==> config.mk <==
export PLATFORM = sky130hd
export DESIGN_NAME = sfe_socket_force
export DESIGN_NICKNAME = d
export VERILOG_FILES = /design/src/sfe_pkg.sv /design/src/sfe_pin_sync.sv /design/src/sfe_socket_force.sv
export VERILOG_INCLUDE_DIRS = /design/src /design/src/src
export SDC_FILE = /design/constraint.sdc
export NUM_CORES = 1
export LEC_CHECK = 0
export ABC_AREA = 1
export ABC_CLOCK_PERIOD_IN_PS = 2400
export BUFFER_PORTS_ARGS = -buffer_cell sky130_fd_sc_hd__buf_2
export CAP_MARGIN = 0
export CORE_MARGIN = 2
export CORE_UTILIZATION = 40
export CTS_CLUSTER_SIZE = 40
export DETAILED_ROUTE_END_ITERATION = 10
export PLACE_DENSITY = 0.64
export SLEW_MARGIN = 10
export SYNTH_ARGS = -nofsm -noshare
export SYNTH_HDL_FRONTEND = slang
export SYNTH_SLANG_ARGS = --single-unit
export TNS_END_PERCENT = 5
==> constraint.sdc <==
create_clock -name sys_clk_i -period 2.4 [get_ports sys_clk_i]
set_input_delay 0.48 -clock sys_clk_i [delete_from_list [all_inputs] [get_ports sys_clk_i]]
set_output_delay 0.48 -clock sys_clk_i [all_outputs]
set_load 0.03 [all_outputs]
==> src/sfe_map.svh <==
// Purpose: register offsets, field positions and reset values of the socket register window
// Assumes: included by bare name from design files
// Notes:   definitions only
`ifndef SFE_MAP_SVH
`define SFE_MAP_SVH

// byte offsets inside the socket register window
`define SFE_OFF_EVENT        8'h00
`define SFE_OFF_MASK         8'h04
`define SFE_OFF_PRESENT      8'h08
`define SFE_OFF_FORCE        8'h0C
`define SFE_OFF_CONTROL      8'h10

// force-event register fields
`define SFE_FRC_REINTERROGATE 14
`define SFE_FRC_CAP_HI        13
`define SFE_FRC_CAP_LO        10
`define SFE_FRC_INVALID_REQ   9
`define SFE_FRC_LOST_WRITE    8
`define SFE_FRC_UNRECOGNISED  7
`define SFE_FRC_RESERVED      6
`define SFE_FRC_CARDBUS       5
`define SFE_FRC_SIXTEEN       4
`define SFE_FRC_POWER_EVT     3
`define SFE_FRC_DETECT_B_EVT  2
`define SFE_FRC_DETECT_A_EVT  1
`define SFE_FRC_STATUS_EVT    0

// present-state fields share the force-event positions; supply capability sits higher
`define SFE_PS_SUPPLY_HI      31
`define SFE_PS_SUPPLY_LO      28
`define SFE_PS_SUPPLY_RST     4'h3

// event register width and reset values
`define SFE_EVT_W             4
`define SFE_EVT_RST           4'h0
`define SFE_MASK_RST          4'h0

// socket control fields
`define SFE_CTL_VPP_LO        0
`define SFE_CTL_VCC_LO        4
`define SFE_CTL_STOPCLK       7
`define SFE_CTL_ENABLE        31
`define SFE_CTL_RST           8'h00

`endif

==> src/sfe_pkg.sv <==
// Purpose: shared types of the socket force-event block
// Assumes: constants live in sfe_map.svh
// Notes:   nothing here is imported; use sfe_pkg::name
package sfe_pkg;

    typedef enum logic [0:0] {
        SFE_IDLE,
        SFE_INTERROGATE
    } sfe_state_t;

    typedef logic [3:0] sfe_nibble_t;

endpackage : sfe_pkg

==> src/sfe_pin_sync.sv <==
// Purpose: three-stage synchroniser for socket pin levels
// Assumes: inputs are asynchronous to sys_clk_i
// Notes:   a change is accepted only once stages two and three agree;
//          level_o resets to zero, so idle-high pins should be fed inverted
module sfe_pin_sync #(
    parameter int WIDTH = 1
) (
    // clock and reset
    input  wire logic             sys_clk_i,
    input  wire logic             rst_n_i,
    // pins and filtered level
    input  wire logic [WIDTH-1:0] pin_i,
    input  wire logic [WIDTH-1:0] rst_val_i,
    output logic      [WIDTH-1:0] level_o
);

    logic [WIDTH-1:0] stage1_q;
    logic [WIDTH-1:0] stage2_q;
    logic [WIDTH-1:0] stage3_q;
    logic [1:0]       fill_q;

    always_ff @(posedge sys_clk_i or negedge rst_n_i) begin
        if (!rst_n_i) begin
            stage1_q <= '0;
            stage2_q <= '0;
            stage3_q <= '0;
        end else begin
            stage1_q <= pin_i;
            stage2_q <= stage1_q;
            stage3_q <= stage2_q;
        end
    end

    // level held at reset value until stages two and three both carry sampled pins,
    // otherwise their zero reset shows up as a false pin change
    always_ff @(posedge sys_clk_i or negedge rst_n_i) begin
        if (!rst_n_i) begin
            fill_q  <= 2'h0;
            level_o <= '0;
        end else begin
            if (fill_q != 2'h3) begin
                fill_q <= fill_q + 2'h1;
            end
            for (int i = 0; i < WIDTH; i++) begin
                if (fill_q != 2'h3) begin
                    level_o[i] <= rst_val_i[i];
                end else if (stage2_q[i] == stage3_q[i]) begin
                    level_o[i] <= stage3_q[i];
                end
            end
        end
    end

endmodule : sfe_pin_sync

==> src/sfe_socket_force.sv <==
// Contract
// RULE1 - force-event register is a 32-bit word at byte offset 0Ch
// RULE2 - reads return zero in bits 31 down to 15
// RULE3 - bit 6 is reserved: writes ignored, reads zero
// RULE4 - writing one to bit 14 reinterrogates, refreshes present state, enables control
// RULE5 - software needing interrogation after forcing must also write bit 14
// RULE6 - bits 13..10 copy into matching card voltage capability bits
// RULE7 - any forced capability bit set disables socket control until reinterrogation
// RULE8 - bit 9 loads the invalid supply request flag
// RULE9 - bit 8 loads the lost write flag
// RULE10 - bit 7 loads the unrecognised card flag
// RULE11 - bit 5 loads the cardbus detected flag
// RULE12 - bit 4 loads the sixteen bit detected flag
// RULE13 - bit 3 sets power event; powered status unchanged
// RULE14 - bits 2 and 1 set detect events; detect levels unchanged
// RULE15 - bit 0 sets status change event; status level unchanged
// RULE16 - supply capability bits 31..28 keep hardwired values
// RULE17 - force-event register reads zero in all 32 bits
//
// Purpose: socket register window with force-event write logic, behind an APB slave
// Assumes: interrogation engine answers on sys_clk_i; socket pins are asynchronous
// Notes:   zero-wait APB; event bits are sticky, cleared by writing one
`include "sfe_map.svh"

module sfe_socket_force #(
    parameter int ADDR_W = 8
) (
    // clock and reset
    input  wire logic              sys_clk_i,
    input  wire logic              rst_b_i,
    // apb slave
    input  wire logic              psel_i,
    input  wire logic              penable_i,
    input  wire logic              pwrite_i,
    input  wire logic [ADDR_W-1:0] paddr_i,
    input  wire logic [31:0]       pwdata_i,
    output logic      [31:0]       prdata_o,
    output logic                   pready_o,
    output logic                   pslverr_o,
    // socket pins
    input  wire logic              detect_a_pin_i,
    input  wire logic              detect_b_pin_i,
    input  wire logic              status_change_pin_i,
    input  wire logic              socket_powered_i,
    // interrogation engine
    output logic                   interrogate_req_o,
    input  wire logic              interrogate_done_i,
    input  wire logic [3:0]        result_volt_cap_i,
    input  wire logic              result_cardbus_i,
    input  wire logic              result_sixteen_i,
    input  wire logic              result_unrecognised_i,
    // socket control outputs
    output logic                   socket_ctrl_enable_o,
    output logic [2:0]             vcc_ctrl_o,
    output logic [2:0]             vpp_ctrl_o,
    output logic                   stop_clock_o,
    // interrupt
    output logic                   irq_o
);

    logic                  rst_meta_q;
    logic                  rst_n_q;

    logic [3:0]            pins_lvl;
    logic                  detect_a_level;
    logic                  detect_b_level;
    logic                  status_change_level;
    logic                  socket_powered_status;
    logic                  detect_a_prev_q;
    logic                  detect_b_prev_q;
    logic                  status_prev_q;
    logic                  powered_prev_q;

    logic                  setup;
    logic                  access;
    logic                  wr_acc;
    logic                  addr_hit;
    logic [31:0]           rd_d;
    logic                  wr_force;
    logic                  wr_event;
    logic                  wr_mask;
    logic                  wr_control;

    sfe_pkg::sfe_nibble_t  volt_cap_q;
    logic                  invalid_supply_request_q;
    logic                  lost_write_flag_q;
    logic                  unrecognised_card_flag_q;
    logic                  cardbus_detected_q;
    logic                  sixteen_bit_detected_q;
    sfe_pkg::sfe_nibble_t  event_q;
    sfe_pkg::sfe_nibble_t  event_set;
    sfe_pkg::sfe_nibble_t  mask_q;
    logic [7:0]            control_q;
    sfe_pkg::sfe_state_t   state_q;
    logic [31:0]           present_state;

    // reset release through two flops; assertion stays asynchronous
    always_ff @(posedge sys_clk_i or negedge rst_b_i) begin
        if (!rst_b_i) begin
            rst_meta_q <= 1'b0;
            rst_n_q    <= 1'b0;
        end else begin
            rst_meta_q <= 1'b1;
            rst_n_q    <= rst_meta_q;
        end
    end

    // detect pins idle high (no card) and pass inverted, so the zero reset is the idle level
    sfe_pin_sync #(
        .WIDTH (4)
    ) u_pin_sync (
        .sys_clk_i (sys_clk_i),
        .rst_n_i   (rst_n_q),
        .pin_i     ({socket_powered_i, status_change_pin_i, ~detect_b_pin_i, ~detect_a_pin_i}),
        .rst_val_i (4'h0),
        .level_o   (pins_lvl)
    );

    assign detect_a_level        = ~pins_lvl[0];
    assign detect_b_level        = ~pins_lvl[1];
    assign status_change_level   = pins_lvl[2];
    assign socket_powered_status = pins_lvl[3];

    always_ff @(posedge sys_clk_i or negedge rst_n_q) begin
        if (!rst_n_q) begin
            detect_a_prev_q <= 1'b1;
            detect_b_prev_q <= 1'b1;
            status_prev_q   <= 1'b0;
            powered_prev_q  <= 1'b0;
        end else begin
            detect_a_prev_q <= detect_a_level;
            detect_b_prev_q <= detect_b_level;
            status_prev_q   <= status_change_level;
            powered_prev_q  <= socket_powered_status;
        end
    end

    // apb decode
    assign setup  = psel_i && !penable_i;
    assign access = psel_i && penable_i && pready_o;
    assign wr_acc = access && pwrite_i && !pslverr_o;

    always_comb begin
        addr_hit = 1'b1;
        if (paddr_i == ADDR_W'(`SFE_OFF_EVENT)) begin
            rd_d = {28'h0000000, event_q};
        end else if (paddr_i == ADDR_W'(`SFE_OFF_MASK)) begin
            rd_d = {28'h0000000, mask_q};
        end else if (paddr_i == ADDR_W'(`SFE_OFF_PRESENT)) begin
            rd_d = present_state;
        end else if (paddr_i == ADDR_W'(`SFE_OFF_FORCE)) begin // [RULE1]
            rd_d = 32'h00000000; // write-only bits keep no readable state [RULE17] [RULE2] [RULE3]
        end else if (paddr_i == ADDR_W'(`SFE_OFF_CONTROL)) begin
            rd_d = {socket_ctrl_enable_o, 23'h000000, control_q};
        end else begin
            rd_d     = 32'h00000000;
            addr_hit = 1'b0;
        end
    end

    assign wr_force   = wr_acc && (paddr_i == ADDR_W'(`SFE_OFF_FORCE)); // [RULE1]
    assign wr_event   = wr_acc && (paddr_i == ADDR_W'(`SFE_OFF_EVENT));
    assign wr_mask    = wr_acc && (paddr_i == ADDR_W'(`SFE_OFF_MASK));
    assign wr_control = wr_acc && (paddr_i == ADDR_W'(`SFE_OFF_CONTROL));

    // read data and ready are launched in setup so every answer comes from a flop
    always_ff @(posedge sys_clk_i or negedge rst_n_q) begin
        if (!rst_n_q) begin
            pready_o  <= 1'b0;
            pslverr_o <= 1'b0;
            prdata_o  <= 32'h00000000;
        end else begin
            pready_o  <= setup;
            pslverr_o <= setup && !addr_hit;
            if (setup && !pwrite_i) begin
                prdata_o <= rd_d;
            end else if (access) begin
                prdata_o <= 32'h00000000;
            end
        end
    end

    // present-state assembly; bit 6 and 27..14 read zero
    always_comb begin
        present_state = 32'h00000000;
        present_state[`SFE_PS_SUPPLY_HI:`SFE_PS_SUPPLY_LO] = `SFE_PS_SUPPLY_RST; // [RULE16]
        present_state[`SFE_FRC_CAP_HI:`SFE_FRC_CAP_LO]     = volt_cap_q;
        present_state[`SFE_FRC_INVALID_REQ]  = invalid_supply_request_q;
        present_state[`SFE_FRC_LOST_WRITE]   = lost_write_flag_q;
        present_state[`SFE_FRC_UNRECOGNISED] = unrecognised_card_flag_q;
        present_state[`SFE_FRC_CARDBUS]      = cardbus_detected_q;
        present_state[`SFE_FRC_SIXTEEN]      = sixteen_bit_detected_q;
        present_state[`SFE_FRC_POWER_EVT]    = socket_powered_status;
        present_state[`SFE_FRC_DETECT_B_EVT] = detect_b_level;
        present_state[`SFE_FRC_DETECT_A_EVT] = detect_a_level;
        present_state[`SFE_FRC_STATUS_EVT]   = status_change_level;
    end

    // interrogation handshake; the engine itself lives outside
    always_ff @(posedge sys_clk_i or negedge rst_n_q) begin
        if (!rst_n_q) begin
            state_q           <= sfe_pkg::SFE_IDLE;
            interrogate_req_o <= 1'b0;
        end else begin
            case (state_q)
                sfe_pkg::SFE_IDLE: begin
                    if (wr_force && pwdata_i[`SFE_FRC_REINTERROGATE]) begin // [RULE4] [RULE5]
                        state_q           <= sfe_pkg::SFE_INTERROGATE;
                        interrogate_req_o <= 1'b1;
                    end
                end
                sfe_pkg::SFE_INTERROGATE: begin
                    if (interrogate_done_i) begin
                        state_q           <= sfe_pkg::SFE_IDLE;
                        interrogate_req_o <= 1'b0;
                    end
                end
                default: begin
                    state_q           <= sfe_pkg::SFE_IDLE;
                    interrogate_req_o <= 1'b0;
                end
            endcase
        end
    end

    // card type flags: force writes load them, interrogation results refresh them except invalid supply request and lost write
    always_ff @(posedge sys_clk_i or negedge rst_n_q) begin
        if (!rst_n_q) begin
            volt_cap_q               <= 4'h0;
            invalid_supply_request_q <= 1'b0;
            lost_write_flag_q        <= 1'b0;
            unrecognised_card_flag_q <= 1'b0;
            cardbus_detected_q       <= 1'b0;
            sixteen_bit_detected_q   <= 1'b0;
        end else if (state_q == sfe_pkg::SFE_INTERROGATE && interrogate_done_i) begin
            volt_cap_q               <= result_volt_cap_i; // [RULE4]
            unrecognised_card_flag_q <= result_unrecognised_i;
            cardbus_detected_q       <= result_cardbus_i;
            sixteen_bit_detected_q   <= result_sixteen_i;
        end else if (wr_force) begin
            volt_cap_q               <= pwdata_i[`SFE_FRC_CAP_HI:`SFE_FRC_CAP_LO]; // [RULE6]
            invalid_supply_request_q <= pwdata_i[`SFE_FRC_INVALID_REQ]; // [RULE8]
            lost_write_flag_q        <= pwdata_i[`SFE_FRC_LOST_WRITE]; // [RULE9]
            unrecognised_card_flag_q <= pwdata_i[`SFE_FRC_UNRECOGNISED]; // [RULE10]
            cardbus_detected_q       <= pwdata_i[`SFE_FRC_CARDBUS]; // [RULE11]
            sixteen_bit_detected_q   <= pwdata_i[`SFE_FRC_SIXTEEN]; // [RULE12]
        end
    end

    // socket control gate: forced capability disables, finished interrogation enables
    always_ff @(posedge sys_clk_i or negedge rst_n_q) begin
        if (!rst_n_q) begin
            socket_ctrl_enable_o <= 1'b1;
        end else if (state_q == sfe_pkg::SFE_INTERROGATE && interrogate_done_i) begin
            socket_ctrl_enable_o <= 1'b1; // [RULE4]
        end else if (wr_force && |pwdata_i[`SFE_FRC_CAP_HI:`SFE_FRC_CAP_LO]) begin
            socket_ctrl_enable_o <= 1'b0; // [RULE7]
        end
    end

    // writes to socket control are dropped while it is disabled
    always_ff @(posedge sys_clk_i or negedge rst_n_q) begin
        if (!rst_n_q) begin
            control_q <= `SFE_CTL_RST;
        end else if (wr_control && socket_ctrl_enable_o) begin
            control_q <= {pwdata_i[`SFE_CTL_STOPCLK], pwdata_i[`SFE_CTL_VCC_LO +: 3],
                          1'b0, pwdata_i[`SFE_CTL_VPP_LO +: 3]};
        end
    end

    assign vcc_ctrl_o   = control_q[`SFE_CTL_VCC_LO +: 3];
    assign vpp_ctrl_o   = control_q[`SFE_CTL_VPP_LO +: 3];
    assign stop_clock_o = control_q[`SFE_CTL_STOPCLK];

    // event sources: pin edges plus forced events; present-state levels untouched
    always_comb begin
        event_set = 4'h0;
        event_set[`SFE_FRC_POWER_EVT]    = (socket_powered_status != powered_prev_q);
        event_set[`SFE_FRC_DETECT_B_EVT] = (detect_b_level != detect_b_prev_q);
        event_set[`SFE_FRC_DETECT_A_EVT] = (detect_a_level != detect_a_prev_q);
        event_set[`SFE_FRC_STATUS_EVT]   = status_change_level && !status_prev_q;
        if (wr_force) begin
            event_set = event_set | pwdata_i[`SFE_EVT_W-1:0]; // [RULE13] [RULE14] [RULE15]
        end
    end

    // set wins over a same-cycle write-one clear
    always_ff @(posedge sys_clk_i or negedge rst_n_q) begin
        if (!rst_n_q) begin
            event_q <= `SFE_EVT_RST;
        end else if (wr_event) begin
            event_q <= (event_q & ~pwdata_i[`SFE_EVT_W-1:0]) | event_set;
        end else begin
            event_q <= event_q | event_set;
        end
    end

    always_ff @(posedge sys_clk_i or negedge rst_n_q) begin
        if (!rst_n_q) begin
            mask_q <= `SFE_MASK_RST;
        end else if (wr_mask) begin
            mask_q <= pwdata_i[`SFE_EVT_W-1:0];
        end
    end

    // one cycle later than the status bit, so the pin stays a flop output
    always_ff @(posedge sys_clk_i or negedge rst_n_q) begin
        if (!rst_n_q) begin
            irq_o <= 1'b0;
        end else begin
            irq_o <= |(event_q & mask_q);
        end
    end

endmodule : sfe_socket_force

-- Word level (Yosys, flattened, before mapping)
Cells that the tools add are included.
- bitwise gates (word level): 12
- reductions and logical operators: 33
- eq/ne operators: 14
- $add $sub $neg: 1
- mux-type cells: 38
- operator list (cell ; count):
    $mux 32 ; 7
    $mux 1 ; 25
    $eq 8x4->1 const B ; 2
    $logic_and 1x1->1 ; 16
    $mux 4 ; 4
    $reduce_bool 2->1 ; 7
    $or 4x4->4 ; 3
    $and 4x4->4 ; 2
    $eq 8x3->1 const B ; 1
    $eq 8x5->1 const B ; 1
    $logic_not 8->1 ; 1
    $reduce_or 4->1 ; 2
    $ne 2x2->1 const B ; 3
    $not 1->1 ; 6
    $logic_not 1->1 ; 5
    $eq 1x1->1 ; 4
    $not 4->4 ; 1
    $pmux 1 s2 ; 2
    $reduce_and 2->1 ; 2
    $ne 1x1->1 ; 3
    $add 2x1->2 const B ; 1
- register bits: 86

-- Logic depth before layout (Yosys ltp)
Gate-level depths: netlist of run 1.
- depth after elaboration: 8
- gate-level depth with buffers: 9

-- By module
From an unflattened synthesis of run 1, not the netlist that was laid out.
- cells, all modules: 374
- area, all modules: 3270.6 µm²
- by module, submodules not included (module ; cells each ; instances ; area each (µm²)):
    sfe_socket_force ; 305 ; 1 ; 2581.2
    sfe_pin_sync ; 69 ; 1 ; 689.4

-- Worst setup path before layout of run 1
No wires, ideal clock.
- path kind: in2reg
- start: input paddr_i[5]
- end: register control_q[0]
- data arrival time: 1.315 ns
- data required time: 2.281 ns
- path slack: 0.966 ns
- path buffers: 1
- setup time: 0.119 ns
- stages on the path: 9
- cells stage by stage: inv_1 > nand2_1 > nor2_1 > nand2_2 > nor2_4 > nand2_2 > buf_6 > nand2_1 > o21ai_2
- longest elaborated chain between the ends: 3
- ends and longest elaborated chain (item ; line ; RTL):
    start, declared ; sfe_socket_force.sv:35 ; input wire logic [ADDR_W-1:0] paddr_i,
    $eq 8x5->1 ; sfe_socket_force.sv:164 ; assign wr_control = wr_acc && (paddr_i == ADDR_W'(`SFE_OFF_CONTROL));
    $logic_and 1x1->1 ; sfe_socket_force.sv:164 ;
    $logic_and 1x1->1 ; sfe_socket_force.sv:265 ; end else if (wr_control && socket_ctrl_enable_o) begin
    end signal, assigned ; sfe_socket_force.sv:264 ; control_q <= `SFE_CTL_RST;
    end signal, assigned ; sfe_socket_force.sv:266 ; control_q <= {pwdata_i[`SFE_CTL_STOPCLK], pwdata_i[`SFE_CTL_VCC_LO +: 3],
    end, declared ; sfe_socket_force.sv:93 ; logic [7:0] control_q;
Every way passes these cells.
A chain may end at the register's enable or synchronous reset.

-- Worst setup path in the final report of run 1
- start: register socket_ctrl_enable_o
- end: output socket_ctrl_enable_o
- RTL lines (item ; line ; RTL):
    start, declared ; sfe_socket_force.sv:53 ; output logic socket_ctrl_enable_o,
    start signal, assigned ; sfe_socket_force.sv:253 ; socket_ctrl_enable_o <= 1'b1;
    start signal, assigned ; sfe_socket_force.sv:255 ; socket_ctrl_enable_o <= 1'b1;
    start signal, assigned ; sfe_socket_force.sv:257 ; socket_ctrl_enable_o <= 1'b0;
No word-level cell between the ends.

==> flow_metrics.py, run 1 <==
metrics = {
    "hold_path": {
        "hold_class": "register to asynchronous set/reset pin",
    },
    "cts": {
        "htreeDepth": 3,
        "worst_skew_pair.late_latency_ns": 0.34,
        "cts_root_buf": "clkbuf_8",
        "cts_tree": "done",
        "clkSinkCount": 70,
        "cts_buffer_depth": 2,
        "cts_setup_buffers": 0,
        "post_cts_resized": 0,
        "path_clk_slew_ns": 0.07,
        "numCtsBuffers": 9,
    },
    "sta": {
        "drv_slew": 0,
        "tightest_slew_ns": 0.520,
        "clock_skew_ns": 0.00767,
        "rsz0062_at_grt": "no",
        "max_freq_ghz": 0.649,
        "max-slew-margin-rel_pct": 65.2,
        "layout_min_cycle_time_ns": 1.54,
        "period_share_pct": 64.2,
        "finalSetupViolations": 0,
        "hold_viol": 0,
        "setup_tns_ns": 0,
        "hold_ws_ns": 0.0948,
    },
    "global_route": {
        "first_global_vias": 2243,
        "grt_max_degree": 39,
        "overflow": 0,
        "antenna_found_initial": 0,
        "grt_pass1_wl_mm": 11.1,
        "grt_usage_pct": 16.8,
    },
    "placement": {
        "io_buffers": 68,
        "dpl.cell_count": 524,
        "gp_congestion": 0.872,
        "dp_hpwl_mm": 4.98,
    },
    "final_layout": {
        "syn_to_final_growth_pct": 22.1,
        "num-nets-final": 492,
        "diodes": 0,
        "drive_gt1_share_pct": 25.3,
        "final_cells": 541,
        "post-route-util_pct": 50.1,
        "n_fill_cell": 755,
    },
    "pwr": {
        "switching_power_uw": 610,
        "irDropWorstVdd_v": 0.000405,
        "p_seq_share_pct": 45.5,
        "power.internal_uw": 2150,
        "leakage_uw": 0.00210,
        "swShare_pct": 22.1,
        "combPwrFrac_pct": 7.6,
        "power_frac_clock_pct": 47.0,
        "p_per_area_mw_per_mm2": 719,
    },
    "yosys": {
        "synth-edff-count": 0,
        "syn-instance-count": 357,
        "synth_area_leader_cell": "dfrtp_1",
        "synthTopCellsByArea": "dfrtp_1, nand2_1, nand3_1",
        "ys_types": 29,
        "ys_ff_latch": 70,
        "synth.top_cell.area_share_pct": 53.4,
        "syn-mean-instance-area_um2": 8.80,
        "syn-cell-area_mm2": 0.00314,
        "synth-warning-count": 0,
        "seq_area_frac_synth_pct": 55.9,
        "synth_common_cells": "nand2_1, dfrtp_1, inv_1, nand3_1, o21ai_0",
        "synth_ff_type": "dfrtp_1",
        "async_flop_share_pct": 100,
        "synth.most_common_cell": "nand2_1",
    },
    "critical_path": {
        "cpLargestDelayFamily": "flip-flops",
        "required_ns": 1.92,
        "crit_slowest_cell": "dfstp_2",
        "crit_chain": "buf_2",
        "startpoint_type": "register",
        "slowest_delay_ns": 0.53,
        "crit_buf_inv": 1,
        "critPathMaxFanout": 2,
        "end_kind": "output port",
        "path_class": "register to output port",
        "arrival_ns": 1.06,
    },
    "die": {
        "fp.dieH_um": 92.6,
        "core_area_mm2": 0.00765,
        "rows": 32,
        "dieArea_mm2": 0.00858,
        "initial_utilization_pct": 41.1,
        "die_w_um": 92.6,
        "pin_count": 101,
    },
    "detailed_routing": {
        "viasPerCell": 4.56,
        "wire_per_inst_um": 12.5,
        "post-route-drc-count": 0,
        "ant_nets": 0,
        "drt-pass1-iter-count": 4,
        "wirelength_mm": 6.77,
        "dr_total_vias": 2467,
        "drt_iter0_drc": 138,
    },
    "run_status": {
        "status": "completed",
    },
    "flow_run": {
        "drv_cap": 0,
    },
}
-- flip-flops by register name, indices dropped and copies added (netlist names), 2 cells and up --
name / flops
prdata_o: 16
control_q: 7
event_q: 4
mask_q: 4
u_pin_sync.level_o: 4
u_pin_sync.stage1_q: 4
u_pin_sync.stage2_q: 4
u_pin_sync.stage3_q: 4
volt_cap_q: 4
u_pin_sync.fill_q: 2
-- cells in the final DEF, fill, tap and decap left out, drive strengths merged, types with 4 or more instances in the layout --
cell type and n:
conb 16, bufinv 4, clkbuf 11, nand3 35
nand4 5, nor2 17, inv 48, a21oi 11
nand2 104, dfrtp 67, buf 71, o21ai 34
-- cell families after synthesis --
logic type	Yosys count	share of synthesized area [%]
simple gates	165	23.5
flops	70	55.9
buf+inv	68	10.6
compound gates	46	7.89
xor+xnor	4	1.12
other cells	2	0.239
fa+ha+maj	1	0.398
mux	1	0.359
-- stage by stage --
| stage | cell area, µm² | worst slack (ns) | power [µW] |
|---|---|---|---|
| floorplan | 3190 | 0.312 | 1430 |
| CTS | 3830 | 0.840 | 2790 |
| detailed placement | 3540 | 0.603 | 1490 |
| global placement | 3540 | 0.623 | 1480 |
| finish | 3830 | 0.858 | 2760 |
| global route | 3830 | 0.693 | 2890 |
-- area by class of cell --
type	count	area (µm²)	area share, %
sequential	70	1760	45.8
multi-input combinational	233	1100	28.8
timing repair buffer	72	385	10.0
inverter	48	180	4.70
clock buffer	11	151	3.95
clock inverter	5	129	3.36
tap	102	128	3.33
-- metal layers --
layer | vias up | part of all wire (%) | track usage, % | wire (µm)
met5 | - | 0 | 0 | 0
met4 | 0 | 1.5 | 6.97 | 99
met3 | 11 | 4.7 | 4.07 | 318
met2 | 63 | 47 | 25.5 | 3170
met1 | 1141 | 47 | 23.0 | 3180
li1 | 1252 | - | - | -
-- what timing repair did --
| item | in CTS | in global routing |
|---|---|---|
| hold endpoints to repair | 2 | 0 |
| endpoints found under the setup margin | 0 | 0 |
| hold buffers | 1 | 0 |
-- power by group through the flow --
| stage | clock network, µW | registers [µW] | logic [µW] |
|---|---|---|---|
| 2_1_floorplan | 0 | 1290 | 131 |
| 3_3_place_gp | 0 | 1280 | 205 |
| 3_5_place_dp | 0 | 1280 | 208 |
| 4_1_cts | 1330 | 1250 | 211 |
| 5_1_grt | 1390 | 1260 | 235 |
| 6_report | 1300 | 1250 | 208 |
-- worst paths after layout --
path	from	to	slack, ns	cells past startpoint
worst max register to register	pready_o	event_q[0]	0.88	5
min in group sys_clk_i	socket_powered_i	u_pin_sync.stage1_q[3]	0.24	1
worst min-delay path	rst_n_q	volt_cap_q[1]	0.09	0
worst max-delay path	socket_ctrl_enable_o	socket_ctrl_enable_o	0.86	1
max in group asynchronous	rst_n_q	prdata_o[5]	1.74	1
worst min register to register	rst_n_q	volt_cap_q[1]	0.09	0
Note: power is estimated with default switching activity, not from simulation.
==> run 2: changes to the inputs <==
ABC_CLOCK_PERIOD_IN_PS = 1500   (was 2400)
clock period = 1.5 ns   (was 2.4 ns; I/O delays follow)
==> run 2 against run 1 <==
Largest power group is now sequential cells. Via count fell by 0.85%. Non-clock buffer count increased by 11. Critical path type unchanged. Cell area increased by 1.1%. Count of clock-buffer cells in the layout unchanged. Highest routed layer unchanged. Routed wire length down 3.0%. First-iteration DRC count decreased by 25%. Clock power is 25% higher.
==> flow_metrics.py, run 2 (synthesis gave the netlist of run 1 again) <==
metrics = {
    "die": {
        "dieArea_mm2": 0.00858,
        "die_w_um": 92.6,
        "initial_utilization_pct": 41.1,
        "pin_count": 101,
        "core_area_mm2": 0.00765,
        "fp.dieH_um": 92.6,
        "rows": 32,
    },
    "detailed_routing": {
        "drt_iter0_drc": 103,
        "drt-pass1-iter-count": 4,
        "wire_per_inst_um": 11.9,
        "post-route-drc-count": 0,
        "dr_total_vias": 2446,
        "wirelength_mm": 6.56,
        "viasPerCell": 4.43,
        "ant_nets": 0,
    },
    "cts": {
        "clkSinkCount": 70,
        "htreeDepth": 3,
        "worst_skew_pair.late_latency_ns": 0.34,
        "cts_root_buf": "clkbuf_8",
        "cts_setup_buffers": 0,
        "path_clk_slew_ns": 0.07,
        "numCtsBuffers": 9,
        "cts_tree": "done",
        "cts_buffer_depth": 2,
    },
    "final_layout": {
        "syn_to_final_growth_pct": 23.5,
        "post-route-util_pct": 50.7,
        "largest_register_ffs": 16,
        "final_cells": 552,
        "largest-register": "prdata_o",
        "drive_gt1_share_pct": 26.7,
        "seqCellArea_mm2": 0.00176,
        "layout_common_cells": "nand2_1, buf_2, dfrtp_1",
        "diodes": 0,
        "multi_input_area_mm2": 0.00110,
        "n_fill_cell": 779,
        "top_regs": "prdata_o: 16 flops, control_q: 7 flops",
        "num-nets-final": 503,
        "final_common_cell": "nand2_1",
    },
    "critical_path": {
        "rrSetupSlack_ns": 0.15,
        "slowest_delay_ns": 0.53,
        "crit_chain": "buf_2",
        "cpLargestDelayFamily": "flip-flops",
        "required_ns": 1.20,
        "reg2reg_from": "pready_o",
        "critPathMaxFanout": 2,
        "crit_slowest_cell": "dfstp_2",
        "startpoint_type": "register",
        "critPathLaunch": "socket_ctrl_enable_o",
        "crit_buf_inv": 1,
        "cp.depth": 1,
        "arrival_ns": 1.06,
        "worstRegToRegCells": 6,
        "rr_endpoint": "event_q[0]",
        "path_class": "register to output port",
        "crit_path_end": "socket_ctrl_enable_o",
        "end_kind": "output port",
    },
    "global_route": {
        "first_global_vias": 2333,
        "antenna_found_initial": 0,
        "overflow": 0,
        "grt_max_degree": 28,
        "grt_usage_pct": 16.7,
        "grt_pass1_wl_mm": 11.1,
    },
    "hold_path": {
        "hold_path.startpoint": "socket_powered_i",
        "hold_class": "input port to register",
    },
    "placement": {
        "dpl.cell_count": 535,
        "io_buffers": 68,
        "dp_slack_ns": 0.00774,
        "gp_congestion": 0.876,
        "dp_hpwl_mm": 5.06,
    },
    "sta": {
        "setup_ws_ns": 0.142,
        "drv_slew": 0,
        "layout_min_cycle_time_ns": 1.36,
        "max_freq_ghz": 0.737,
        "setup_tns_ns": 0,
        "finalSetupViolations": 0,
        "rsz0062_at_grt": "no",
        "hold_viol": 0,
        "hold_ws_ns": 0.0634,
        "clock_skew_ns": 0.00847,
        "period_share_pct": 90.5,
    },
    "run_status": {
        "status": "completed",
    },
    "pwr": {
        "p_per_area_mw_per_mm2": 1030,
        "leakage_uw": 0.00213,
        "irDropWorstVdd_v": 0.000640,
    },
    "flow_run": {
        "drv_cap": 0,
    },
}
## run 2: worst min path at each step
| stage | endpoint | slack (ns) | depth (start not counted) |
|---|---|---|---|
| floorplan | rst_meta_q | 0.004 | 0 |
| global placement | rst_meta_q | 0.09 | 1 |
| detailed placement | rst_meta_q | 0.09 | 1 |
| CTS | u_pin_sync.stage1_q[3] | 0.05 | 1 |
| global route | u_pin_sync.stage1_q[2] | 0.04 | 1 |
| finish | u_pin_sync.stage1_q[3] | 0.06 | 1 |
## run 2: area by class of cell
| cell class | instances | share of cell area (%) |
|---|---|---|
| Sequential cell | 70 | 45.3 |
| Multi-Input combinational cell | 233 | 28.5 |
| Timing Repair Buffer | 83 | 12.7 |
| Inverter | 48 | 4.65 |
| Clock buffer | 11 | 3.39 |
| Tap cell | 102 | 3.29 |
| Clock inverter | 5 | 2.16 |
## run 2: where the power goes
group,switching [µW],internal [µW]
sequential,51.2,1960
clock,691,940
combinational,221,120
total,963,3020
## run 2: repair_timing
action | 4_1_cts | 5_1_grt
hold endpoints to repair | 2 | 0
hold buffers | 1 | 0
endpoints found under the setup margin | 0 | 1
gates resized for setup | 0 | 1
## run 2: per-stage QoR
stage	total power, µW	area (µm²)
final	3990	3880
after floorplan	2280	3190
after CTS	4040	3880
after global routing	4190	3880
after detailed placement	2400	3650
after global placement	2380	3650
## run 2: metal layers
layer  share of wire, %  GRT usage [%]  routed length [µm]  vias up
met5                  0              0                   0        -
met4               0.78           5.60                  51        0
met3                7.4           5.45                 488        4
met2                 46           25.8                3050       67
met1                 45           22.2                2970     1109
li1                   -              -                   -     1266
